<file path="config.mk">
export PLATFORM = sky130hd
export DESIGN_NAME = itc_top
export DESIGN_NICKNAME = d
export VERILOG_FILES = /design/src/shared/itc_pkg.sv /design/src/hdl/itc_scl_gen.sv /design/src/hdl/itc_top.sv
export SDC_FILE = /design/constraint.sdc
export NUM_CORES = 1
export LEC_CHECK = 0
export ABC_CLOCK_PERIOD_IN_PS = 17990
export BUFFER_PORTS_ARGS = -buffer_cell sky130_fd_sc_hd__buf_2
export CORE_MARGIN = 8
export CORE_UTILIZATION = 45
export CTS_CLUSTER_DIAMETER = 200
export DETAILED_ROUTE_END_ITERATION = 6
export PLACE_DENSITY_LB_ADDON = 0.12
export SYNTH_ARGS = -nofsm -noshare
export SYNTH_HDL_FRONTEND = slang
export SYNTH_SLANG_ARGS = --single-unit
export TNS_END_PERCENT = 1
</file>
<file path="constraint.sdc">
create_clock -name clk -period 17.99 [get_ports clk]
set_clock_uncertainty 0.1 [all_clocks]
set_input_delay 4.4975 -clock clk [delete_from_list [all_inputs] [get_ports clk]]
set_output_delay 4.4975 -clock clk [all_outputs]
set_load 0.01 [all_outputs]
</file>
<file path="src/shared/itc_pkg.sv">
// Overview of operation
// Remote ack cycles: SDA set up 80 ns before SCL rise, plus 640 ns per step.
// SDA changes 240/280/320/360 ns after SCL falls, by two-bit selector.
// Watchdog expires after about 50 us when fast bit set, else about 1 s.
// Watchdog watches local bus for free or stuck state unless disabled.
// SDA high with no activity until expiry means bus is free.
// SDA low with no activity until expiry triggers nine SCL clock pulses.
// Master SCL high lasts at least 38.0952 ns times (high count plus 5).
// Master SCL low lasts at least 38.0952 ns times (low count plus 5).
// As target, low count is the SDA setup before releasing stretched SCL.
// High and low counts reset to 0x7f, about 5 us each.
// Bits 7:4 forward partner pin values onto local pins 3 to 0.
// Bits 3:0 drive pin levels when forwarding off and driver enabled.
// Each pin has a driver enable bit, cleared at reset.
// Fields reset to defaults; timing changes apply from next transaction.
package itc_pkg;

  // ==========================================================
  // Register map
  localparam logic [7:0] ITC_BUS_TIMING_CTRL_OFS = 8'h0a;
  localparam logic [7:0] ITC_CLK_HIGH_COUNT_OFS = 8'h0b;
  localparam logic [7:0] ITC_CLK_LOW_COUNT_OFS = 8'h0c;
  localparam logic [7:0] ITC_PIN_OUTPUT_SOURCE_OFS = 8'h0d;
  localparam logic [7:0] ITC_PIN_DRIVE_CTRL_OFS = 8'h0e;

  localparam logic [7:0] ITC_BUS_TIMING_CTRL_RST = 8'h10;
  localparam logic [7:0] ITC_CLK_COUNT_RST = 8'h7f;
  localparam logic [7:0] ITC_PIN_OUTPUT_SOURCE_RST = 8'hf0;
  localparam logic [3:0] ITC_PIN_DRIVE_RST = 4'h0;

  // ==========================================================
  // Field positions
  localparam int ITC_SETUP_MSB = 7;
  localparam int ITC_SETUP_LSB = 4;
  localparam int ITC_DELAY_MSB = 3;
  localparam int ITC_DELAY_LSB = 2;
  localparam int ITC_WDOG_FAST_BIT = 1;
  localparam int ITC_WDOG_DIS_BIT = 0;

  // ==========================================================
  // Timing
  localparam int ITC_CLK_PERIOD_NS = 40;
  localparam int ITC_SETUP_BASE_NS = 80;
  localparam int ITC_SETUP_STEP_NS = 640;
  localparam int ITC_DELAY_BASE_NS = 240;
  localparam int ITC_DELAY_STEP_NS = 40;
  localparam int ITC_WDOG_FAST_NS = 50000;
  localparam int ITC_WDOG_SLOW_S = 1;
  localparam int ITC_WDOG_FAST_CYC = ITC_WDOG_FAST_NS / ITC_CLK_PERIOD_NS;
  localparam int ITC_WDOG_SLOW_CYC = ITC_WDOG_SLOW_S * 1000000000 / ITC_CLK_PERIOD_NS;
  // Oscillator period in units of 0.1 ps (38.0952 ns)
  localparam int ITC_OSC_TICK_TENTH_PS = 380952;
  localparam int ITC_CLK_PERIOD_TENTH_PS = ITC_CLK_PERIOD_NS * 10000;
  localparam int ITC_OSC_EXTRA = 5;
  localparam logic [3:0] ITC_RECOVERY_PULSES = 4'h9;
  localparam logic [3:0] ITC_BYTE_PULSES = 4'h9;

  // Minimum time rounded up to whole cycles
  function automatic logic [7:0] itc_count_cycles(input logic [7:0] cnt);
    int t;
    t = ITC_OSC_TICK_TENTH_PS * (int'(cnt) + ITC_OSC_EXTRA);
    return 8'((t + ITC_CLK_PERIOD_TENTH_PS - 1) / ITC_CLK_PERIOD_TENTH_PS);
  endfunction

  function automatic logic [7:0] itc_setup_cycles(input logic [3:0] f);
    int t;
    t = ITC_SETUP_BASE_NS + ITC_SETUP_STEP_NS * int'(f);
    return 8'((t + ITC_CLK_PERIOD_NS - 1) / ITC_CLK_PERIOD_NS);
  endfunction

  function automatic logic [7:0] itc_delay_cycles(input logic [1:0] c);
    int t;
    t = ITC_DELAY_BASE_NS + ITC_DELAY_STEP_NS * int'(c);
    return 8'((t + ITC_CLK_PERIOD_NS - 1) / ITC_CLK_PERIOD_NS);
  endfunction

  typedef enum logic [1:0] {TGT_IDLE, TGT_DELAY, TGT_SETUP} itc_tgt_state_t;
  typedef enum logic [1:0] {GEN_IDLE, GEN_LOW, GEN_HIGH} itc_gen_state_t;

endpackage

</file>
<file path="src/hdl/itc_scl_gen.sv">
`timescale 1ns/1ps
module itc_scl_gen
  import itc_pkg::*;
(
  input wire logic clk,
  input wire logic rst_n,
  input wire logic start,
  input wire logic [3:0] pulse_cnt,
  input wire logic [7:0] high_cyc,
  input wire logic [7:0] low_cyc,
  output logic busy,
  output logic scl_low
);

  itc_gen_state_t state_reg;
  logic [7:0] cnt_reg;
  logic [7:0] high_reg;
  logic [7:0] low_reg;
  logic [3:0] left_reg;

  // ==========================================================
  // Pulse train: low phase then high phase, per pulse
  always_ff @(posedge clk or negedge rst_n) begin
    if (!rst_n) begin
      state_reg <= GEN_IDLE;
      cnt_reg <= 8'h00;
      high_reg <= 8'h00;
      low_reg <= 8'h00;
      left_reg <= 4'h0;
    end else begin
      unique case (state_reg)
        GEN_IDLE: begin
          if (start) begin
            // Counts frozen for the whole transaction
            high_reg <= high_cyc;
            low_reg <= low_cyc;
            left_reg <= pulse_cnt;
            cnt_reg <= low_cyc;
            state_reg <= GEN_LOW;
          end
        end
        GEN_LOW: begin
          if (cnt_reg <= 8'h01) begin
            cnt_reg <= high_reg;
            state_reg <= GEN_HIGH;
          end else begin
            cnt_reg <= cnt_reg - 8'h01;
          end
        end
        GEN_HIGH: begin
          if (cnt_reg > 8'h01) begin
            cnt_reg <= cnt_reg - 8'h01;
          end else if (left_reg <= 4'h1) begin
            left_reg <= 4'h0;
            state_reg <= GEN_IDLE;
          end else begin
            left_reg <= left_reg - 4'h1;
            cnt_reg <= low_reg;
            state_reg <= GEN_LOW;
          end
        end
      endcase
    end
  end

  assign busy = (state_reg != GEN_IDLE);
  assign scl_low = (state_reg == GEN_LOW);

  // ==========================================================
  // Checks
  logic [8:0] low_run_reg;
  logic [8:0] high_run_reg;
  always_ff @(posedge clk or negedge rst_n) begin
    if (!rst_n) begin
      low_run_reg <= 9'h000;
      high_run_reg <= 9'h000;
    end else begin
      low_run_reg <= scl_low ? low_run_reg + 9'h001 : 9'h000;
      high_run_reg <= (state_reg == GEN_HIGH) ? high_run_reg + 9'h001 : 9'h000;
    end
  end

  high_phase_len_a: assert property (@(posedge clk) disable iff (!rst_n)
    $fell(state_reg == GEN_HIGH) |-> high_run_reg == {1'b0, high_reg})
    else $error("SCL high phase length wrong");
  low_phase_len_a: assert property (@(posedge clk) disable iff (!rst_n)
    $fell(scl_low) |-> low_run_reg == {1'b0, low_reg})
    else $error("SCL low phase length wrong");

endmodule

</file>
<file path="src/hdl/itc_top.sv">
`timescale 1ns/1ps
module itc_top
  import itc_pkg::*;
#(
  parameter int WDOG_SLOW_CYC = ITC_WDOG_SLOW_CYC
) (
  input wire logic clk,
  input wire logic rst_n,
  input wire logic reg_wr,
  input wire logic reg_rd,
  input wire logic [7:0] reg_addr,
  input wire logic [7:0] reg_wdata,
  output logic [7:0] reg_rdata,
  input wire logic scl_in,
  output logic scl_out,
  output logic scl_oe,
  input wire logic sda_in,
  output logic sda_out,
  output logic sda_oe,
  input wire logic mst_start,
  output logic mst_busy,
  input wire logic remote_active,
  input wire logic tgt_drive,
  input wire logic tgt_ack,
  input wire logic tgt_sda_bit,
  output logic bus_free,
  output logic bus_recovering,
  input wire logic [3:0] remote_pin_val,
  output logic [3:0] pin_out,
  output logic [3:0] pin_oe
);

  // ==========================================================
  // Registers
  logic [7:0] bus_timing_ctrl_reg;
  logic [7:0] master_clock_high_count_reg;
  logic [7:0] master_clock_low_count_reg;
  logic [7:0] pin_output_source_reg;
  logic [3:0] pin_drive_en_reg;

  // Software writes at printed offsets
  always_ff @(posedge clk or negedge rst_n) begin
    if (!rst_n) begin
      bus_timing_ctrl_reg <= ITC_BUS_TIMING_CTRL_RST;
      master_clock_high_count_reg <= ITC_CLK_COUNT_RST;
      master_clock_low_count_reg <= ITC_CLK_COUNT_RST;
      pin_output_source_reg <= ITC_PIN_OUTPUT_SOURCE_RST;
      pin_drive_en_reg <= ITC_PIN_DRIVE_RST;
    end else if (reg_wr) begin
      unique case (reg_addr)
        ITC_BUS_TIMING_CTRL_OFS: bus_timing_ctrl_reg <= reg_wdata;
        ITC_CLK_HIGH_COUNT_OFS: master_clock_high_count_reg <= reg_wdata;
        ITC_CLK_LOW_COUNT_OFS: master_clock_low_count_reg <= reg_wdata;
        ITC_PIN_OUTPUT_SOURCE_OFS: pin_output_source_reg <= reg_wdata;
        ITC_PIN_DRIVE_CTRL_OFS: pin_drive_en_reg <= reg_wdata[7:4];
        default: ;
      endcase
    end
  end

  // Registered read data, zero for unmapped offsets
  always_ff @(posedge clk or negedge rst_n) begin
    if (!rst_n) begin
      reg_rdata <= 8'h00;
    end else if (reg_rd) begin
      unique case (reg_addr)
        ITC_BUS_TIMING_CTRL_OFS: reg_rdata <= bus_timing_ctrl_reg;
        ITC_CLK_HIGH_COUNT_OFS: reg_rdata <= master_clock_high_count_reg;
        ITC_CLK_LOW_COUNT_OFS: reg_rdata <= master_clock_low_count_reg;
        ITC_PIN_OUTPUT_SOURCE_OFS: reg_rdata <= pin_output_source_reg;
        ITC_PIN_DRIVE_CTRL_OFS: reg_rdata <= {pin_drive_en_reg, 4'h0};
        default: reg_rdata <= 8'h00;
      endcase
    end
  end

  logic bus_watchdog_fast;
  logic wdog_disable;
  logic [3:0] remote_pin_forward_en;
  logic [3:0] local_pin_out_value;
  assign bus_watchdog_fast = bus_timing_ctrl_reg[ITC_WDOG_FAST_BIT];
  assign wdog_disable = bus_timing_ctrl_reg[ITC_WDOG_DIS_BIT];
  assign remote_pin_forward_en = pin_output_source_reg[7:4];
  assign local_pin_out_value = pin_output_source_reg[3:0];

  // ==========================================================
  // Pin synchronisers and edge detect
  logic [1:0] scl_sync_reg;
  logic [1:0] sda_sync_reg;
  logic scl_prev_reg;
  logic sda_prev_reg;
  always_ff @(posedge clk or negedge rst_n) begin
    if (!rst_n) begin
      scl_sync_reg <= 2'b11;
      sda_sync_reg <= 2'b11;
      scl_prev_reg <= 1'b1;
      sda_prev_reg <= 1'b1;
    end else begin
      scl_sync_reg <= {scl_sync_reg[0], scl_in};
      sda_sync_reg <= {sda_sync_reg[0], sda_in};
      scl_prev_reg <= scl_sync_reg[1];
      sda_prev_reg <= sda_sync_reg[1];
    end
  end

  logic scl_s;
  logic sda_s;
  logic scl_fall;
  logic bus_activity;
  assign scl_s = scl_sync_reg[1];
  assign sda_s = sda_sync_reg[1];
  assign scl_fall = scl_prev_reg & ~scl_s;
  assign bus_activity = (scl_prev_reg ^ scl_s) | (sda_prev_reg ^ sda_s);

  // ==========================================================
  // Bus watchdog
  logic [24:0] wdog_cnt_reg;
  logic [24:0] wdog_limit;
  logic wdog_expire;
  logic gen_busy;
  logic gen_scl_low;
  logic gen_start;
  logic rec_start;
  assign wdog_limit = bus_watchdog_fast ? 25'(ITC_WDOG_FAST_CYC) : 25'(WDOG_SLOW_CYC);
  assign wdog_expire = !wdog_disable && (wdog_cnt_reg >= wdog_limit - 25'h1) && !bus_activity;

  // Idle counter, restarted by any activity or own pulse train
  always_ff @(posedge clk or negedge rst_n) begin
    if (!rst_n) begin
      wdog_cnt_reg <= 25'h0;
    end else if (wdog_disable || bus_activity || gen_busy || wdog_expire) begin
      wdog_cnt_reg <= 25'h0;
    end else begin
      wdog_cnt_reg <= wdog_cnt_reg + 25'h1;
    end
  end

  // Free flag and recovery request on expiry
  always_ff @(posedge clk or negedge rst_n) begin
    if (!rst_n) begin
      bus_free <= 1'b0;
      bus_recovering <= 1'b0;
    end else begin
      if (wdog_disable || bus_activity) begin
        bus_free <= 1'b0;
      end else if (wdog_expire && sda_s) begin
        bus_free <= 1'b1;
      end
      if (rec_start) begin
        bus_recovering <= 1'b1;
      end else if (!gen_busy) begin
        bus_recovering <= 1'b0;
      end
    end
  end

  assign rec_start = wdog_expire && !sda_s && !gen_busy;
  assign gen_start = rec_start || (mst_start && !gen_busy);

  // ==========================================================
  // Master clock pulse generator
  itc_scl_gen u_scl_gen (
    .clk(clk),
    .rst_n(rst_n),
    .start(gen_start),
    .pulse_cnt(rec_start ? ITC_RECOVERY_PULSES : ITC_BYTE_PULSES),
    .high_cyc(itc_count_cycles(master_clock_high_count_reg)),
    .low_cyc(itc_count_cycles(master_clock_low_count_reg)),
    .busy(gen_busy),
    .scl_low(gen_scl_low)
  );
  assign mst_busy = gen_busy;

  // ==========================================================
  // Target SDA output with delay and setup stretch
  itc_tgt_state_t tgt_state_reg;
  logic [7:0] tgt_cnt_reg;
  logic sda_low_reg;
  logic stretch;
  always_ff @(posedge clk or negedge rst_n) begin
    if (!rst_n) begin
      tgt_state_reg <= TGT_IDLE;
      tgt_cnt_reg <= 8'h00;
      sda_low_reg <= 1'b0;
    end else begin
      unique case (tgt_state_reg)
        TGT_IDLE: begin
          if (scl_fall && tgt_drive) begin
            tgt_cnt_reg <= itc_delay_cycles(bus_timing_ctrl_reg[ITC_DELAY_MSB:ITC_DELAY_LSB]);
            tgt_state_reg <= TGT_DELAY;
          end else if (scl_fall) begin
            sda_low_reg <= 1'b0;
          end
        end
        TGT_DELAY: begin
          if (tgt_cnt_reg <= 8'h01) begin
            sda_low_reg <= ~tgt_sda_bit;
            if (tgt_ack && remote_active) begin
              tgt_cnt_reg <= itc_setup_cycles(bus_timing_ctrl_reg[ITC_SETUP_MSB:ITC_SETUP_LSB]);
            end else begin
              tgt_cnt_reg <= itc_count_cycles(master_clock_low_count_reg);
            end
            tgt_state_reg <= TGT_SETUP;
          end else begin
            tgt_cnt_reg <= tgt_cnt_reg - 8'h01;
          end
        end
        TGT_SETUP: begin
          if (tgt_cnt_reg <= 8'h01) begin
            tgt_state_reg <= TGT_IDLE;
          end else begin
            tgt_cnt_reg <= tgt_cnt_reg - 8'h01;
          end
        end
      endcase
    end
  end
  assign stretch = (tgt_state_reg != TGT_IDLE);

  // Open-drain lines only ever pull low
  assign scl_out = 1'b0;
  assign scl_oe = gen_scl_low | stretch;
  assign sda_out = 1'b0;
  assign sda_oe = sda_low_reg;

  // ==========================================================
  // Pin output source selection
  genvar gi;
  generate
    for (gi = 0; gi < 4; gi++) begin : g_pin
      always_ff @(posedge clk or negedge rst_n) begin
        if (!rst_n) begin
          pin_out[gi] <= 1'b0;
          pin_oe[gi] <= 1'b0;
        end else begin
          pin_out[gi] <= remote_pin_forward_en[gi] ? remote_pin_val[gi] : local_pin_out_value[gi];
          pin_oe[gi] <= remote_pin_forward_en[gi] | pin_drive_en_reg[gi];
        end
      end
    end
  endgenerate

  // ==========================================================
  // Checks
  logic [8:0] setup_run_reg;
  always_ff @(posedge clk or negedge rst_n) begin
    if (!rst_n) begin
      setup_run_reg <= 9'h000;
    end else begin
      setup_run_reg <= (tgt_state_reg == TGT_SETUP) ? setup_run_reg + 9'h001 : 9'h000;
    end
  end

  // Remembers whether the running stretch is an ack setup
  logic ack_setup_reg;
  always_ff @(posedge clk or negedge rst_n) begin
    if (!rst_n) begin
      ack_setup_reg <= 1'b0;
    end else if (tgt_state_reg == TGT_DELAY && tgt_cnt_reg <= 8'h01) begin
      ack_setup_reg <= tgt_ack && remote_active;
    end
  end

  local_pin_value_a: assert property (@(posedge clk) disable iff (!rst_n)
    (!remote_pin_forward_en[0] && pin_drive_en_reg[0]) |=> pin_oe[0] && pin_out[0] == $past(local_pin_out_value[0]))
    else $error("Pin 0 local value not driven");
  remote_forward_a: assert property (@(posedge clk) disable iff (!rst_n)
    remote_pin_forward_en[3] |=> pin_out[3] == $past(remote_pin_val[3]))
    else $error("Pin 3 not forwarded");
  pin_drive_off_a: assert property (@(posedge clk) disable iff (!rst_n)
    (remote_pin_forward_en == 4'h0 && pin_drive_en_reg == 4'h0) |=> pin_oe == 4'h0)
    else $error("Pin driven while disabled");
  sda_delay_len_a: assert property (@(posedge clk) disable iff (!rst_n)
    (tgt_state_reg == TGT_IDLE && scl_fall && tgt_drive && bus_timing_ctrl_reg[ITC_DELAY_MSB:ITC_DELAY_LSB] == 2'b00)
      |=> (tgt_state_reg == TGT_DELAY)[*6] ##1 tgt_state_reg == TGT_SETUP)
    else $error("SDA output delay wrong");
  ack_setup_len_a: assert property (@(posedge clk) disable iff (!rst_n)
    ($fell(tgt_state_reg == TGT_SETUP) && ack_setup_reg)
      |-> setup_run_reg == {1'b0, itc_setup_cycles(bus_timing_ctrl_reg[ITC_SETUP_MSB:ITC_SETUP_LSB])})
    else $error("Ack setup length wrong");
  wdog_disabled_a: assert property (@(posedge clk) disable iff (!rst_n)
    wdog_disable |=> wdog_cnt_reg == 25'h0 && !bus_free)
    else $error("Watchdog ran while disabled");
  fast_expiry_a: assert property (@(posedge clk) disable iff (!rst_n)
    wdog_expire && bus_watchdog_fast |-> wdog_cnt_reg == 25'(ITC_WDOG_FAST_CYC - 1))
    else $error("Fast watchdog limit wrong");
  free_on_expiry_a: assert property (@(posedge clk) disable iff (!rst_n)
    wdog_expire && sda_s |=> bus_free)
    else $error("Free bus not flagged");
  recovery_start_a: assert property (@(posedge clk) disable iff (!rst_n)
    rec_start |=> gen_busy && bus_recovering ##1 scl_oe)
    else $error("Bus recovery did not start");
  count_reset_a: assert property (@(posedge clk)
    $rose(rst_n) |-> master_clock_high_count_reg == 8'h7f && master_clock_low_count_reg == 8'h7f)
    else $error("Clock counts not at reset value");

  recovery_c: cover property (@(posedge clk) disable iff (!rst_n) rec_start);
  free_c: cover property (@(posedge clk) disable iff (!rst_n) $rose(bus_free));
  ack_stretch_c: cover property (@(posedge clk) disable iff (!rst_n)
    tgt_state_reg == TGT_SETUP && tgt_ack && remote_active);
  master_c: cover property (@(posedge clk) disable iff (!rst_n) mst_start && !gen_busy);

endmodule

</file>
==> results.yml <==
route:
  wl_per_cell_um: 18.6
  detail-route-antenna-nets: 0
  drt-total-wl_mm: 70.3
  drtIter0Drc: 1890
  remaining_drc_errors: 0
  vias_per_cell: 6.26
  vias: 23647
  first_pass_iters: 5
timing:
  tns_ns: 0
  tightest_slew_ns: 1.12
  final_hold_viol_count: 0
  post-route-period-util_pct: 92.7
  rsz0062_at_grt: "false"
  relSlewSlack_pct: 25.1
  fin_crit_ns: 16.68
  final-setup-viol-count: 0
  slew_violations: 0
  clock.fmax_mhz: 60.0
clock_tree:
  clk_latency_ns: 0.44
  cts.sinks: 126
  clockRootBuffer: "clkbuf_16"
  cts_htree_levels: 4
  path_clk_slew_ns: 0.07
  post_cts_buffers: 0
  cts.path.max_buffers: 2
  cts_tree: "built"
  cts_made_buffers: 17
critical_path:
  arrival_ns: 16.87
  r2r_end: "tgt_cnt_reg[0]"
  timing.rr.start: "master_clock_low_count_reg[0]"
  cp_slowest_stage_delay_ns: 0.69
  end_kind: "flip-flop"
  cp_max_fo: 16
  r2r_cells: 50
  slowest_stage: "dfstp_2"
  cp.required_ns: 18.19
  rrSetupSlack_ns: 1.31
  critPathLaunchType: "flip-flop"
  crit_path_frequent_cell: "inv_1"
  path_class: "reg -> reg"
yosys:
  yosys_register_bits: 126
  synthDistinctLibCells: 141
  syn_inst: 3090
  syn-cell-area_um2: 23900
  yosysSeqAreaShare_pct: 13.3
  syn_avg_cell_area_um2: 7.72
  ys.flop_type: "dfrtp_1"
  ys_async_sr_fraction_pct: 100
  ys_warn_count: 0
  synth_edf_count: 0
die:
  die_area_um2: 60600
  coreArea_um2: 52400
  dieWidth_um: 246
  fp.dieH_um: 246
  initial_core_util_pct: 45.5
  io_pins: 54
  row_count: 84
cells_and_area:
  stdcell_area_um2: 25300
  area_growth_pct: 5.91
  instances_no_fill: 3776
  antenna_cells: 0
  nets: 3321
  largest_reg_flops: 25
  layout-drive-gt1-share_pct: 11.2
placement:
  io_buffers: 51
  place_congestion: 0.921
  dp_hpwl_mm: 56.4
  dpl.cell_count: 3744
  place_area_um2: 24700
global_route:
  gr-total-overflow: 0
  grt_usage_pct: 22.5
  grt_antenna_before_repair: 0
  grt_pass1_wl_mm: 116
  grt_pass1_vias: 22147
  grt_max_degree: 65
job:
  maxCapViolCount: 0
hold_path:
  hold_end: "sda_sync_reg[1]"
  hold_depth: 0
  hp-class: "reg -> reg"
  hold_start: "sda_sync_reg[0]"
status:
  outcome: "completed"
## cells in the mapped netlist (all sizes together), types with 26 or more instances
| cell | n | area share, % |
|---|---|---|
| a21oi | 200 | 4.4 |
| mux2 | 65 | 3.1 |
| nor2 | 329 | 5.2 |
| and2 | 39 | 1.0 |
| a211oi | 49 | 1.9 |
| dfrtp | 101 | 11 |
| o21a | 30 | 0.95 |
| o211ai | 49 | 1.7 |
| a21o | 38 | 1.2 |
| ha | 172 | 9.0 |
| o31ai | 35 | 1.3 |
| clkbuf | 70 | 1.1 |
| and3 | 35 | 0.92 |
| inv | 178 | 2.8 |
| o22ai | 31 | 0.81 |
| xnor2 | 184 | 6.8 |
| a31oi | 62 | 1.8 |
| nand2 | 254 | 4.0 |
| xor2 | 84 | 3.1 |
| nor3 | 110 | 2.5 |
| nand3 | 86 | 1.8 |
| fa | 43 | 3.6 |
| nand4 | 27 | 0.80 |
| nor4 | 26 | 0.71 |
| mux2i | 63 | 2.7 |
| o21ai | 177 | 3.9 |
| or2 | 41 | 1.1 |
| buf | 29 | 0.69 |
## layout make-up
cell class	count	area, µm²
flip-flops and latches	126	3180
inverters	180	676
clock buffers	19	453
repair buffers	64	359
multi-input cells	2686	19600
clock inverters	13	105
fillers	5228	27200
well taps	688	861
## worst max path at each step
stage | slack [ns] | start | endpoint
6_report | 1.31 | master_clock_low_count_reg[0] | tgt_cnt_reg[0]
2_1_floorplan | 4.02 | master_clock_high_count_reg[0] | u_scl_gen.high_reg[0]
3_5_place_dp | 0.38 | master_clock_low_count_reg[0] | tgt_cnt_reg[0]
3_3_place_gp | 0.48 | master_clock_low_count_reg[0] | tgt_cnt_reg[0]
5_1_grt | 0.009 | master_clock_low_count_reg[0] | tgt_cnt_reg[1]
4_1_cts | 0.30 | master_clock_low_count_reg[0] | tgt_cnt_reg[0]
## cell families after synthesis
kind of cell	share of synthesized area, %
fa+ha+maj	12.9
compound gates	31.3
simple gates	21.8
other cells	0.0157
xor+xnor	10.1
buf+inv	4.63
mux	5.87
flops	13.3
## what timing repair did
| item | 4_1_cts | 5_1_grt |
|---|---|---|
| setup endpoints to repair | 0 | 7 |
| hold buffers | 0 | 0 |
| resized for setup | 0 | 8 |
## cells in the final DEF, fill, tap and decap left out, types with 40 or more instances in the layout
master,count
ha_1,172
xnor2_1,179
xor2_1,82
o21ai_0,148
dfrtp_1,101
nor3_1,101
nor2_1,326
buf_2,50
mux2i_1,61
fa_1,43
inv_1,177
mux2_2,61
a211oi_1,40
o211ai_1,43
a31oi_1,56
nand3_1,84
a21oi_1,191
nand2_1,254
## layer usage
| layer | global-route usage (%) | vias up | share of wire [%] |
|---|---|---|---|
| li1 | - | 11542 | - |
| met4 | 3.15 | 0 | 0.77 |
| met1 | 34.5 | 11412 | 52 |
| met2 | 33.5 | 645 | 42 |
| met5 | 0 | - | 0 |
| met3 | 2.99 | 48 | 4.9 |
## stage by stage
step / utilization (%) / hold slack [ns] / setup slack [ns]
3_3_place_gp: 47.0 / 0.248 / 0.477
5_1_grt: 48.2 / 0.261 / 0.00867
6_report: 48.2 / 0.255 / 1.31
3_5_place_dp: 47.0 / 0.248 / 0.385
4_1_cts: 48.1 / 0.257 / 0.297
2_1_floorplan: - / 0.245 / 4.02
## critical path: cells and delay by family (launching register included)
family	cells	cell delay (ns)
flops	1	0.69
mux	6	2.48
simple gates	8	2.73
fa+ha+maj	6	2.45
buf+inv	5	0.55
compound gates	23	6.68
xor+xnor	2	0.83
Power is left out: the tool's default activity adds up to more than one toggle a clock period on the data nets, which glitch-free logic cannot reach.
